$ cat config.mk
export PLATFORM = sky130hd
export DESIGN_NAME = pstc_bank
export DESIGN_NICKNAME = d
export VERILOG_FILES = /design/src/core/pstc_pkg.sv /design/src/core/pstc_bank.sv
export VERILOG_INCLUDE_DIRS = /design/src /design/src/core
export SDC_FILE = /design/constraint.sdc
export NUM_CORES = 1
export LEC_CHECK = 0
export BUFFER_PORTS_ARGS = -buffer_cell sky130_fd_sc_hd__buf_4
export CORE_MARGIN = 5
export CORE_UTILIZATION = 45
export DETAILED_ROUTE_END_ITERATION = 7
export GPL_TIMING_DRIVEN = 0
export PLACE_DENSITY = 0.76
export SLEW_MARGIN = 20
export SYNTH_ARGS = -nofsm -noshare
export SYNTH_HDL_FRONTEND = slang
export SYNTH_SLANG_ARGS = --single-unit
$ cat constraint.sdc
create_clock -name MCLK -period 4 [get_ports MCLK]
set_input_delay 0 -clock MCLK [delete_from_list [all_inputs] [get_ports MCLK]]
set_output_delay 0 -clock MCLK [all_outputs]
set_load 0.01 [all_outputs]
$ cat src/core/pstc_defs.svh
/*
 * Register offsets, field positions, reset values and the interrupt map of
 * the start-pattern, transmitter and packet configuration bank.
 * Assumes inclusion by its bare name; definitions only.
 */
`ifndef PSTC_DEFS_SVH
`define PSTC_DEFS_SVH

// ****************************************************************
// Register indices (byte address is four times the index)
// ****************************************************************
`define PSTC_IDX_PAT_FIRST   8'h16
`define PSTC_IDX_PAT_SECOND  8'h17
`define PSTC_IDX_PAT_THIRD   8'h18
`define PSTC_IDX_PAT_LAST    8'h19
`define PSTC_IDX_TX_CFG      8'h1a
`define PSTC_IDX_CLK_CFG     8'h1b
`define PSTC_IDX_PKT_LEN     8'h1c
`define PSTC_IDX_NODE_ADDR   8'h1d
`define PSTC_IDX_PKT_CTL     8'h1e
`define PSTC_IDX_AUX_CTL     8'h20
`define PSTC_IDX_IRQ_STAT    8'h21
`define PSTC_IDX_IRQ_MASK    8'h22

// ****************************************************************
// Reset values
// ****************************************************************
`define PSTC_RST_PAT         8'h00
`define PSTC_RST_TX_CFG      8'h70
`define PSTC_RST_CLK_CFG     8'hbc
`define PSTC_RST_PKT_LEN     8'h00
`define PSTC_RST_NODE_ADDR   8'h00
`define PSTC_RST_PKT_CTL     8'h40
`define PSTC_RST_AUX_CTL     8'h00

// ****************************************************************
// Writable bit masks (unused bits read zero)
// ****************************************************************
`define PSTC_WM_TX_CFG       8'hfe
`define PSTC_WM_CLK_CFG      8'hfc
`define PSTC_WM_PKT_CTL      8'hfe
`define PSTC_WM_AUX_CTL      8'h83

// ****************************************************************
// Field positions
// ****************************************************************
`define PSTC_CRC_STAT_BIT    0
`define PSTC_FLUSH_BIT       7
`define PSTC_IRQ_CRC_OK      0
`define PSTC_IRQ_CRC_FAIL    1
`define PSTC_IRQ_ADDR_HIT    2
`define PSTC_IRQ_W           3

`endif

$ cat src/core/pstc_pkg.sv
/*
 * Types for the configuration bank: packed register views and states.
 * Assumes nothing beyond a SystemVerilog compiler.
 */
package pstc_pkg;
  // Transmitter filter and power view
  typedef struct packed {
    logic [3:0] antialias;
    logic [2:0] power;
    logic       unused0;
  } pstc_tx_cfg_t;
  // Clock output view
  typedef struct packed {
    logic       clk_en;
    logic [4:0] div_m;
    logic [1:0] unused;
  } pstc_clk_cfg_t;
  // Packet control view
  typedef struct packed {
    logic       var_len;
    logic [1:0] preamble;
    logic       scramble;
    logic       crc_en;
    logic [1:0] addr_cmp;
    logic       crc_stat;
  } pstc_pkt_ctl_t;
  // Receive check result from the packet engine
  typedef struct packed {
    logic       done;
    logic       crc_ok;
    logic       addr_valid;
    logic [7:0] addr;
  } pstc_rx_chk_t;
  // Start pattern serialiser states
  typedef enum logic [1:0] {PSTC_IDLE, PSTC_SEND} pstc_state_t;
endpackage

$ cat src/core/pstc_bank.sv
/*
 * Configuration register bank with APB slave, start-pattern byte sequencer,
 * buffered clock divider, address filter and CRC status / interrupt logic.
 * Assumes a single 40 MHz clock, APB master on the same clock, and a packet
 * engine that pulses receive check results synchronously.
 */
// How it works
// - pattern bytes sent 0x16 first, 0x19 last
// - size code selects one to four bytes
// - bits 7..4 antialias code, reset 0111
// - bits 3..1 power code, 000 highest
// - bit 7 gates the clock output
// - clock output is crystal over 2M, crystal itself at M zero
// - bit 7 enables Manchester both ways
// - seven-bit length field, resets zero
// - node address for receive comparison
// - bit 7 picks fixed or variable length
// - preamble bytes equal code plus one
// - bit 3 CRC, bit 4 scrambling enable
// - address compare codes 00 to 11
// - CRC status read-only, write one clears
// - failed CRC flushes FIFO unless kept
`timescale 1ns/100ps
`include "pstc_defs.svh"

module pstc_bank
  import pstc_pkg::*;
#(
  parameter int PAT_MAX = 4            // Largest start pattern, bytes
) (
  input  wire logic        MCLK,
  input  wire logic        RST_B,
  input  wire logic        PSEL,
  input  wire logic        PENABLE,
  input  wire logic        PWRITE,
  input  wire logic [31:0] PADDR,
  input  wire logic [31:0] PWDATA,
  output logic      [31:0] PRDATA,
  output logic             PREADY,
  output logic             PSLVERR,
  input  wire logic        PAT_START,  // Pulse: begin sending start pattern
  input  wire logic        PAT_TAKE,   // Pulse: consumer took PAT_BYTE
  output logic      [7:0]  PAT_BYTE,
  output logic             PAT_VALID,
  input  wire pstc_rx_chk_t RX_CHK,    // Receive check result
  output logic             RX_ACCEPT,  // Address filter verdict
  output logic             FIFO_FLUSH, // Pulse: clear receive FIFO
  output logic             CLKOUT,
  output logic      [3:0]  TX_ANTIALIAS,
  output logic      [2:0]  TX_POWER,
  output logic             MANCH_EN,
  output logic      [6:0]  PKT_LEN,
  output logic             PKT_VAR_LEN,
  output logic      [2:0]  PREAMBLE_BYTES,
  output logic             SCRAMBLE_EN,
  output logic             CRC_EN,
  output logic             IRQ
);

  // Two-bit sequencer index serves exactly four pattern bytes
  if (PAT_MAX != 4) begin : g_pat_max
    $error("pstc_bank: PAT_MAX must be 4");
  end

  // ****************************************************************
  // Storage
  // ****************************************************************
  logic [7:0]    pat_reg [0:3];   // Pattern bytes, index 0 sent first
  pstc_tx_cfg_t  tx_reg;          // Filter and power
  pstc_clk_cfg_t clk_reg;         // Clock output control
  logic [7:0]    len_reg;         // Manchester and length
  logic [7:0]    node_reg;        // Node address
  pstc_pkt_ctl_t ctl_reg;         // Packet control and CRC status
  logic [7:0]    aux_reg;         // Flush policy and pattern size
  logic [2:0]    irq_stat_reg;    // Sticky events
  logic [2:0]    irq_mask_reg;    // Event enables

  // ****************************************************************
  // APB decode
  // ****************************************************************
  logic       wr_en;               // Write takes effect this edge
  logic [7:0] widx;                // Register index of the access
  logic       hit;                 // Address is mapped
  logic [7:0] rd_byte;             // Read mux result

  assign PREADY  = 1'b1;           // Zero wait states
  assign widx    = PADDR[9:2];
  assign wr_en   = PSEL && PENABLE && PWRITE && hit;
  assign PSLVERR = PSEL && PENABLE && !hit;

  // Mask helper used for the transmitter, clock and auxiliary registers
  function automatic logic [7:0] wmask(input logic [7:0] d, input logic [7:0] m);
    return d & m;
  endfunction

  // Read mux; unused bits return zero
  always_comb begin
    hit     = (PADDR[1:0] == 2'b00) && (PADDR[31:10] == 22'h0);
    rd_byte = 8'h00;
    if (widx == `PSTC_IDX_PAT_FIRST) begin
      rd_byte = pat_reg[0];
    end else if (widx == `PSTC_IDX_PAT_SECOND) begin
      rd_byte = pat_reg[1];
    end else if (widx == `PSTC_IDX_PAT_THIRD) begin
      rd_byte = pat_reg[2];
    end else if (widx == `PSTC_IDX_PAT_LAST) begin
      rd_byte = pat_reg[3];
    end else if (widx == `PSTC_IDX_TX_CFG) begin
      rd_byte = tx_reg;
    end else if (widx == `PSTC_IDX_CLK_CFG) begin
      rd_byte = clk_reg;
    end else if (widx == `PSTC_IDX_PKT_LEN) begin
      rd_byte = len_reg;
    end else if (widx == `PSTC_IDX_NODE_ADDR) begin
      rd_byte = node_reg;
    end else if (widx == `PSTC_IDX_PKT_CTL) begin
      rd_byte = ctl_reg;
    end else if (widx == `PSTC_IDX_AUX_CTL) begin
      rd_byte = aux_reg;
    end else if (widx == `PSTC_IDX_IRQ_STAT) begin
      rd_byte = {5'h00, irq_stat_reg};
    end else if (widx == `PSTC_IDX_IRQ_MASK) begin
      rd_byte = {5'h00, irq_mask_reg};
    end else begin
      hit = 1'b0;                                        // Unmapped: error
    end
  end

  // Read data registered at the setup cycle so it is stable in access
  always_ff @(posedge MCLK or negedge RST_B) begin
    if (!RST_B) begin
      PRDATA <= 32'h0000_0000;
    end else if (PSEL && !PENABLE && !PWRITE) begin
      PRDATA <= {24'h00_0000, rd_byte};
    end
  end

  // ****************************************************************
  // Configuration writes
  // ****************************************************************
  always_ff @(posedge MCLK or negedge RST_B) begin
    if (!RST_B) begin
      for (int i = 0; i < 4; i++) begin
        pat_reg[i] <= `PSTC_RST_PAT;
      end
      tx_reg   <= `PSTC_RST_TX_CFG;
      clk_reg  <= `PSTC_RST_CLK_CFG;
      len_reg  <= `PSTC_RST_PKT_LEN;
      node_reg <= `PSTC_RST_NODE_ADDR;
      aux_reg  <= `PSTC_RST_AUX_CTL;
    end else if (wr_en) begin
      if (widx == `PSTC_IDX_PAT_FIRST) begin
        pat_reg[0] <= PWDATA[7:0];
      end else if (widx == `PSTC_IDX_PAT_SECOND) begin
        pat_reg[1] <= PWDATA[7:0];
      end else if (widx == `PSTC_IDX_PAT_THIRD) begin
        pat_reg[2] <= PWDATA[7:0];
      end else if (widx == `PSTC_IDX_PAT_LAST) begin
        pat_reg[3] <= PWDATA[7:0];
      end else if (widx == `PSTC_IDX_TX_CFG) begin
        tx_reg <= wmask(PWDATA[7:0], `PSTC_WM_TX_CFG);
      end else if (widx == `PSTC_IDX_CLK_CFG) begin
        clk_reg <= wmask(PWDATA[7:0], `PSTC_WM_CLK_CFG);
      end else if (widx == `PSTC_IDX_PKT_LEN) begin
        len_reg <= PWDATA[7:0];
      end else if (widx == `PSTC_IDX_NODE_ADDR) begin
        node_reg <= PWDATA[7:0];
      end else if (widx == `PSTC_IDX_AUX_CTL) begin
        aux_reg <= wmask(PWDATA[7:0], `PSTC_WM_AUX_CTL);
      end
    end
  end

  // ****************************************************************
  // Packet control and CRC status
  // ****************************************************************
  logic ctl_wr;                    // Write to packet control
  logic crc_clr;                   // Write-one-to-clear of status
  logic crc_set;                   // Successful check this cycle
  assign ctl_wr  = wr_en && (widx == `PSTC_IDX_PKT_CTL);
  assign crc_clr = ctl_wr && PWDATA[`PSTC_CRC_STAT_BIT];
  assign crc_set = RX_CHK.done && ctl_reg.crc_en && RX_CHK.crc_ok;

  // Status bit: set beats clear so a result in the clear cycle survives
  always_ff @(posedge MCLK or negedge RST_B) begin
    if (!RST_B) begin
      ctl_reg <= `PSTC_RST_PKT_CTL;
    end else begin
      if (ctl_wr) begin
        ctl_reg[7:1] <= PWDATA[7:1];
      end
      if (crc_set) begin
        ctl_reg.crc_stat <= 1'b1;
      end else if (crc_clr || (RX_CHK.done && ctl_reg.crc_en)) begin
        ctl_reg.crc_stat <= 1'b0;
      end
    end
  end

  // Flush on failure unless the keep bit is set
  always_ff @(posedge MCLK or negedge RST_B) begin
    if (!RST_B) begin
      FIFO_FLUSH <= 1'b0;
    end else begin
      FIFO_FLUSH <= RX_CHK.done && ctl_reg.crc_en && !RX_CHK.crc_ok
                    && !aux_reg[`PSTC_FLUSH_BIT];
    end
  end

  // ****************************************************************
  // Address filter
  // ****************************************************************
  function automatic logic addr_ok(input logic [1:0] mode, input logic [7:0] a,
                                   input logic [7:0] node);
    case (mode)
      2'b00:   return 1'b1;
      2'b01:   return a == node;
      2'b10:   return (a == node) || (a == 8'h00);
      default: return (a == node) || (a == 8'h00) || (a == 8'hff);
    endcase
  endfunction

  logic addr_hit;                  // Verdict for current received address
  assign addr_hit = addr_ok(ctl_reg.addr_cmp, RX_CHK.addr, node_reg);

  always_ff @(posedge MCLK or negedge RST_B) begin
    if (!RST_B) begin
      RX_ACCEPT <= 1'b0;
    end else if (RX_CHK.addr_valid) begin
      RX_ACCEPT <= addr_hit;
    end
  end

  // ****************************************************************
  // Interrupts: sticky, write one to clear, masked OR
  // ****************************************************************
  logic [2:0] ev;                  // Event pulses
  assign ev[`PSTC_IRQ_CRC_OK]   = crc_set;
  assign ev[`PSTC_IRQ_CRC_FAIL] = RX_CHK.done && ctl_reg.crc_en && !RX_CHK.crc_ok;
  assign ev[`PSTC_IRQ_ADDR_HIT] = RX_CHK.addr_valid && addr_hit;

  always_ff @(posedge MCLK or negedge RST_B) begin
    if (!RST_B) begin
      irq_stat_reg <= 3'h0;
      irq_mask_reg <= 3'h0;
    end else begin
      // Set wins over a simultaneous clear
      if (wr_en && widx == `PSTC_IDX_IRQ_STAT) begin
        irq_stat_reg <= (irq_stat_reg & ~PWDATA[2:0]) | ev;
      end else begin
        irq_stat_reg <= irq_stat_reg | ev;
      end
      if (wr_en && widx == `PSTC_IDX_IRQ_MASK) begin
        irq_mask_reg <= PWDATA[2:0];
      end
    end
  end
  assign IRQ = |(irq_stat_reg & irq_mask_reg);

  // ****************************************************************
  // Start pattern sequencer
  // ****************************************************************
  pstc_state_t state_reg;          // Idle or sending
  logic [1:0]  pat_idx_reg;        // Byte being offered
  logic [1:0]  pat_last;           // Index of final byte
  assign pat_last = aux_reg[1:0];

  always_ff @(posedge MCLK or negedge RST_B) begin
    if (!RST_B) begin
      state_reg   <= PSTC_IDLE;
      pat_idx_reg <= 2'h0;
    end else begin
      case (state_reg)
        PSTC_IDLE: begin
          if (PAT_START) begin
            state_reg   <= PSTC_SEND;
            pat_idx_reg <= 2'h0;
          end
        end
        PSTC_SEND: begin
          if (PAT_TAKE) begin
            if (pat_idx_reg == pat_last) begin
              state_reg <= PSTC_IDLE;
            end else begin
              pat_idx_reg <= pat_idx_reg + 2'h1;
            end
          end
        end
        default: state_reg <= PSTC_IDLE;
      endcase
    end
  end
  assign PAT_VALID = (state_reg == PSTC_SEND);

  // Offered byte kept in a flop; loaded with the byte the index moves to.
  // A rewrite of the byte already on offer only shows on the next send.
  logic [7:0] pat_byte_reg;        // Byte on offer
  always_ff @(posedge MCLK or negedge RST_B) begin
    if (!RST_B) begin
      pat_byte_reg <= `PSTC_RST_PAT;
    end else if (state_reg == PSTC_IDLE && PAT_START) begin
      pat_byte_reg <= pat_reg[0];
    end else if (PAT_VALID && PAT_TAKE && pat_idx_reg != pat_last) begin
      pat_byte_reg <= pat_reg[pat_idx_reg + 2'h1];
    end
  end
  assign PAT_BYTE  = pat_byte_reg;

  // ****************************************************************
  // Buffered clock output: toggles every M cycles, or passes clock
  // ****************************************************************
  logic [4:0] div_cnt_reg;         // Half-period counter
  logic       div_clk_reg;         // Divided clock
  always_ff @(posedge MCLK or negedge RST_B) begin
    if (!RST_B) begin
      div_cnt_reg <= 5'h00;
      div_clk_reg <= 1'b0;
    end else if (div_cnt_reg + 5'h01 >= clk_reg.div_m) begin
      div_cnt_reg <= 5'h00;
      div_clk_reg <= ~div_clk_reg;
    end else begin
      div_cnt_reg <= div_cnt_reg + 5'h01;
    end
  end
  // M of zero passes the clock straight through; glitch risk accepted
  assign CLKOUT = clk_reg.clk_en &&
                  ((clk_reg.div_m == 5'h00) ? MCLK : div_clk_reg);

  // ****************************************************************
  // Configuration outputs
  // ****************************************************************
  assign TX_ANTIALIAS   = tx_reg.antialias;
  assign TX_POWER       = tx_reg.power;
  assign MANCH_EN       = len_reg[7];
  assign PKT_LEN        = len_reg[6:0];
  assign PKT_VAR_LEN    = ctl_reg.var_len;
  assign PREAMBLE_BYTES = {1'b0, ctl_reg.preamble} + 3'h1;
  assign SCRAMBLE_EN    = ctl_reg.scramble;
  assign CRC_EN         = ctl_reg.crc_en;

  // ****************************************************************
  // Assertions
  // ****************************************************************
  AST_PAT_FIRST: assert property (@(posedge MCLK) disable iff (!RST_B)
    (state_reg == PSTC_IDLE && PAT_START) |=> (PAT_BYTE == pat_reg[0]))
    else $error("pattern did not start at first byte");
  AST_PAT_END: assert property (@(posedge MCLK) disable iff (!RST_B)
    (PAT_VALID && PAT_TAKE && pat_idx_reg == pat_last) |=> !PAT_VALID)
    else $error("pattern ran past configured size");
  AST_PAT_STEP: assert property (@(posedge MCLK) disable iff (!RST_B)
    (PAT_VALID && PAT_TAKE && pat_idx_reg != pat_last)
      |=> (pat_idx_reg == $past(pat_idx_reg) + 2'h1))
    else $error("pattern byte order broken");
  AST_CLK_OFF: assert property (@(posedge MCLK) disable iff (!RST_B)
    !clk_reg.clk_en |-> !CLKOUT)
    else $error("clock output driven while disabled");
  AST_CRC_SET: assert property (@(posedge MCLK) disable iff (!RST_B)
    crc_set |=> ctl_reg.crc_stat)
    else $error("CRC success not recorded");
  AST_CRC_CLR: assert property (@(posedge MCLK) disable iff (!RST_B)
    (crc_clr && !RX_CHK.done) |=> !ctl_reg.crc_stat)
    else $error("CRC status not cleared");
  AST_FLUSH: assert property (@(posedge MCLK) disable iff (!RST_B)
    ev[`PSTC_IRQ_CRC_FAIL] |=> (FIFO_FLUSH == !$past(aux_reg[`PSTC_FLUSH_BIT])))
    else $error("flush policy not followed");
  AST_ADDR: assert property (@(posedge MCLK) disable iff (!RST_B)
    (RX_CHK.addr_valid && ctl_reg.addr_cmp == 2'b01 && RX_CHK.addr != node_reg)
      |=> !RX_ACCEPT)
    else $error("foreign address accepted");
  AST_PREAMB: assert property (@(posedge MCLK) disable iff (!RST_B)
    (PREAMBLE_BYTES >= 3'h1) && (PREAMBLE_BYTES <= 3'h4) &&
    (PREAMBLE_BYTES[1:0] == ctl_reg.preamble + 2'h1))
    else $error("preamble count wrong");
  AST_UNUSED: assert property (@(posedge MCLK) disable iff (!RST_B)
    (tx_reg.unused0 == 1'b0) && (clk_reg.unused == 2'b00))
    else $error("unused bit stored");

  COV_PAT4: cover property (@(posedge MCLK) disable iff (!RST_B)
    PAT_VALID && PAT_TAKE && pat_idx_reg == 2'h3);
  COV_FLUSH: cover property (@(posedge MCLK) disable iff (!RST_B) FIFO_FLUSH);
  COV_IRQ: cover property (@(posedge MCLK) disable iff (!RST_B) IRQ);

endmodule

==> results.cfg <==
[setup_path]
worstSetupStartpointType = clock port
path_class = clock port to primary output
critPathMostFrequentCell = clkbuf_16
cp-end-kind = primary output
r2r_end = div_clk_reg
worstPathRequired_ps = 4000
rr_worst_depth = 6
rr_startpoint = div_cnt_reg[0]
slowest_delay_ps = 140
worstPathCellList = clkbuf_16 > clkbuf_16 > mux2i_1 > nor2b_1 > buf_4
ff2ff_setup_slack_ps = 1950
critPathArrivalTime_ps = 2560
crit_fanout = 2
slowest_stage = buf_4

[detailed_routing]
vias = 4976
drc = 0
top_layer_used = met4
dr_wl_met3_um = 1437
first_pass_iters = 5
routedLengthMet1_um = 6977
ant_nets = 0
drt_wl_total_um = 16630
wl_per_cell_um = 19.01
drt-initial-drc-count = 412
viasPerCell = 5.687
wl_met2_um = 7795

[pwr]
p_int_w = 0.001968
clkPwrFrac_pct = 45.6
switching_share_pct = 23.64
power_w = 0.002577
seq_power_share_pct = 43.0
ir_drop_mv = 0.2343
pwr-share-comb_pct = 11.4
p_switching_w = 0.0006093
power_density_nw_per_um2 = 346.9
p_leak_nw = 3.490

[synthesis]
async_flop_share_pct = 100.0
synth_commonest_cells = 96 x dfrtp_1, 70 x mux2_2, 38 x nand2_1
syn_avg_cell_area_um2 = 10.62
yosysWarnings = 0
synth-edff-count = 0
synth_top_area_share_pct = 41.19
synth_area_leader_cell = dfrtp_1
synth-seq-area-share_pct = 45.25
synthesis.area_um2 = 5832
synth.area.top_cells = dfrtp_1 41%, mux2_2 14%, dfstp_2 4.1%, buf_4 3.6%, mux2i_1 3.4%
syn-instance-count = 549
synth_flop_cell = dfrtp_1
yosysMostFrequentCell = dfrtp_1
synth_seq_cells = 105
synth_cell_types = 61

[global_routing]
grt_pass1_wl_um = 25870
grt_start_max_net_pins = 106
grt_overflow = 0
grt_pass1_vias = 5054
gr-usage-all-layers_pct = 22.14
antenna_found_initial = 0

[outcome]
status = finished clean

[timing]
setup_violations = 0
worst_pin_slew_ps = 935.8
hold_viol_final = 0
setup_tns_ps = 0
drv_slew = 0
slew_headroom_pct = 37.61
skew_ps = 6.333
rsz0062_at_grt = false

[placement]
hpwl_um = 12290
dp.cells = 842
gp_congestion = 0.8836
port_buffers = 98

[floorplanning]
die_y_um = 123.8
dieArea_um2 = 15340
num_io_pins = 150
die_w_um = 123.8
row_count = 41
coreArea_um2 = 12670
start_util_pct = 46.03

[final_layout]
largest_reg_flops = 32
instances_no_fill = 875
area_growth_pct = 27.42
drive_above_1_share_pct = 34.14
n_fill_cell = 1064
utilization_pct = 58.65
layout.nets = 787
antenna_cells = 0

[flow_run]
cap_viol_max_count = 0

[min_path]
holdPathStages = 3
hold_path.startpoint = PWDATA[0]
min_path_type = input port to flop
hold_end = irq_stat_reg[0]

[clock_tree]
cts_tree = done
clock_latency_ps = 470
cts.reportedPaths.clkPinSlew_ps = 70
==> routing by layer <==
layer | global-route usage, % | vias up
met3 | 3.951 | 33
met2 | 35.86 | 231
li1 | - | 2253
met5 | 0 | -
met4 | 10.10 | 0
met1 | 28.95 | 2459
==> critical path: cells and delay by family <==
| kind | cells | cell delay, ps |
|---|---|---|
| simple gates | 1 | 60 |
| mux | 1 | 110 |
| buf+inv | 3 | 390 |
==> how the worst max path moves through the flow <==
stage | from | to | slack, ps | cells after the start
floorplan | MCLK | CLKOUT | 1810 | 2
global placement | MCLK | CLKOUT | 1710 | 3
detailed placement | MCLK | CLKOUT | 1710 | 3
CTS | MCLK | CLKOUT | 1430 | 5
global route | MCLK | CLKOUT | 1360 | 5
finish | MCLK | CLKOUT | 1440 | 5
==> logic make-up (layout without fill, tap and decap cells) <==
kind of cell,count (synthesis),after routing,share of synthesized area [%]
muxes,98,98,18.49
buffers and inverters,68,199,6.308
AOI/OAI and AO/OA,111,111,12.62
DFF,105,105,45.25
xor gates and xnor gates,14,14,2.102
other,2,25,0.1288
and+or+nand+nor,144,144,13.60
adders and majority gates,7,7,1.502
==> final cells by class <==
type / instances / area [um2] / area share [%]
Timing Repair Buffer: 111 / 872.1 / 11.74
Buffer: 54 / 315.3 / 4.243
Multi-Input combinational cell: 399 / 2912 / 39.18
Sequential cell: 105 / 2639 / 35.51
Clock inverter: 7 / 117.6 / 1.583
Clock buffer: 13 / 307.8 / 4.142
Tap cell: 172 / 215.2 / 2.896
Inverter: 14 / 52.55 / 0.7072
==> per-stage QoR <==
stage          setup WS (ps)  cell area [um2]  hold slack (ps)
2_1_floorplan           1814             5918           -295.6
3_3_place_gp            1712             6869            186.7
3_5_place_dp            1712             6873            183.9
4_1_cts                 1430             7431            53.84
5_1_grt                 1364             7431            86.45
6_report                1437             7431            82.16
==> cell usage in the layout (no fill, tap or decap), drive strengths merged, types with 3 or more instances in the layout <==
cell         instances
bufinv               3
nor4                11
nand4                8
mux2                78
dfstp                9
nand3               17
o22ai                3
clkinv               3
clkbuf              26
inv                 15
o21ai               33
nand2b               6
dlygate4sd3         14
mux2i               20
nand2               38
dfrtp               96
a22o                 3
xnor2               10
nor2                24
o211ai               7
a22oi               12
and3                 5
a31oi                4
conb                25
o2bb2ai              5
xor2                 4
buf                138
nor3                 5
nor4b                4
ha                   7
a21oi               22
nor2b               14
==> power by group through the flow <==
stage | clock network (W) | logic (W) | registers (W)
2_1_floorplan | 0.00000546 | 0.000114 | 0.00114
6_report | 0.00118 | 0.000294 | 0.00111
5_1_grt | 0.00124 | 0.000323 | 0.00111
3_5_place_dp | 0.00000546 | 0.000285 | 0.00113
4_1_cts | 0.00119 | 0.000295 | 0.00111
3_3_place_gp | 0.00000546 | 0.000279 | 0.00113
==> repair_timing <==
item	CTS	global route
hold endpoints to repair	144	0
setup buffers	0	0
hold buffers	14	0
endpoints found under the setup margin	0	0
resized for setup	0	0
No activity file was read; power rests on OpenSTA's default activity.
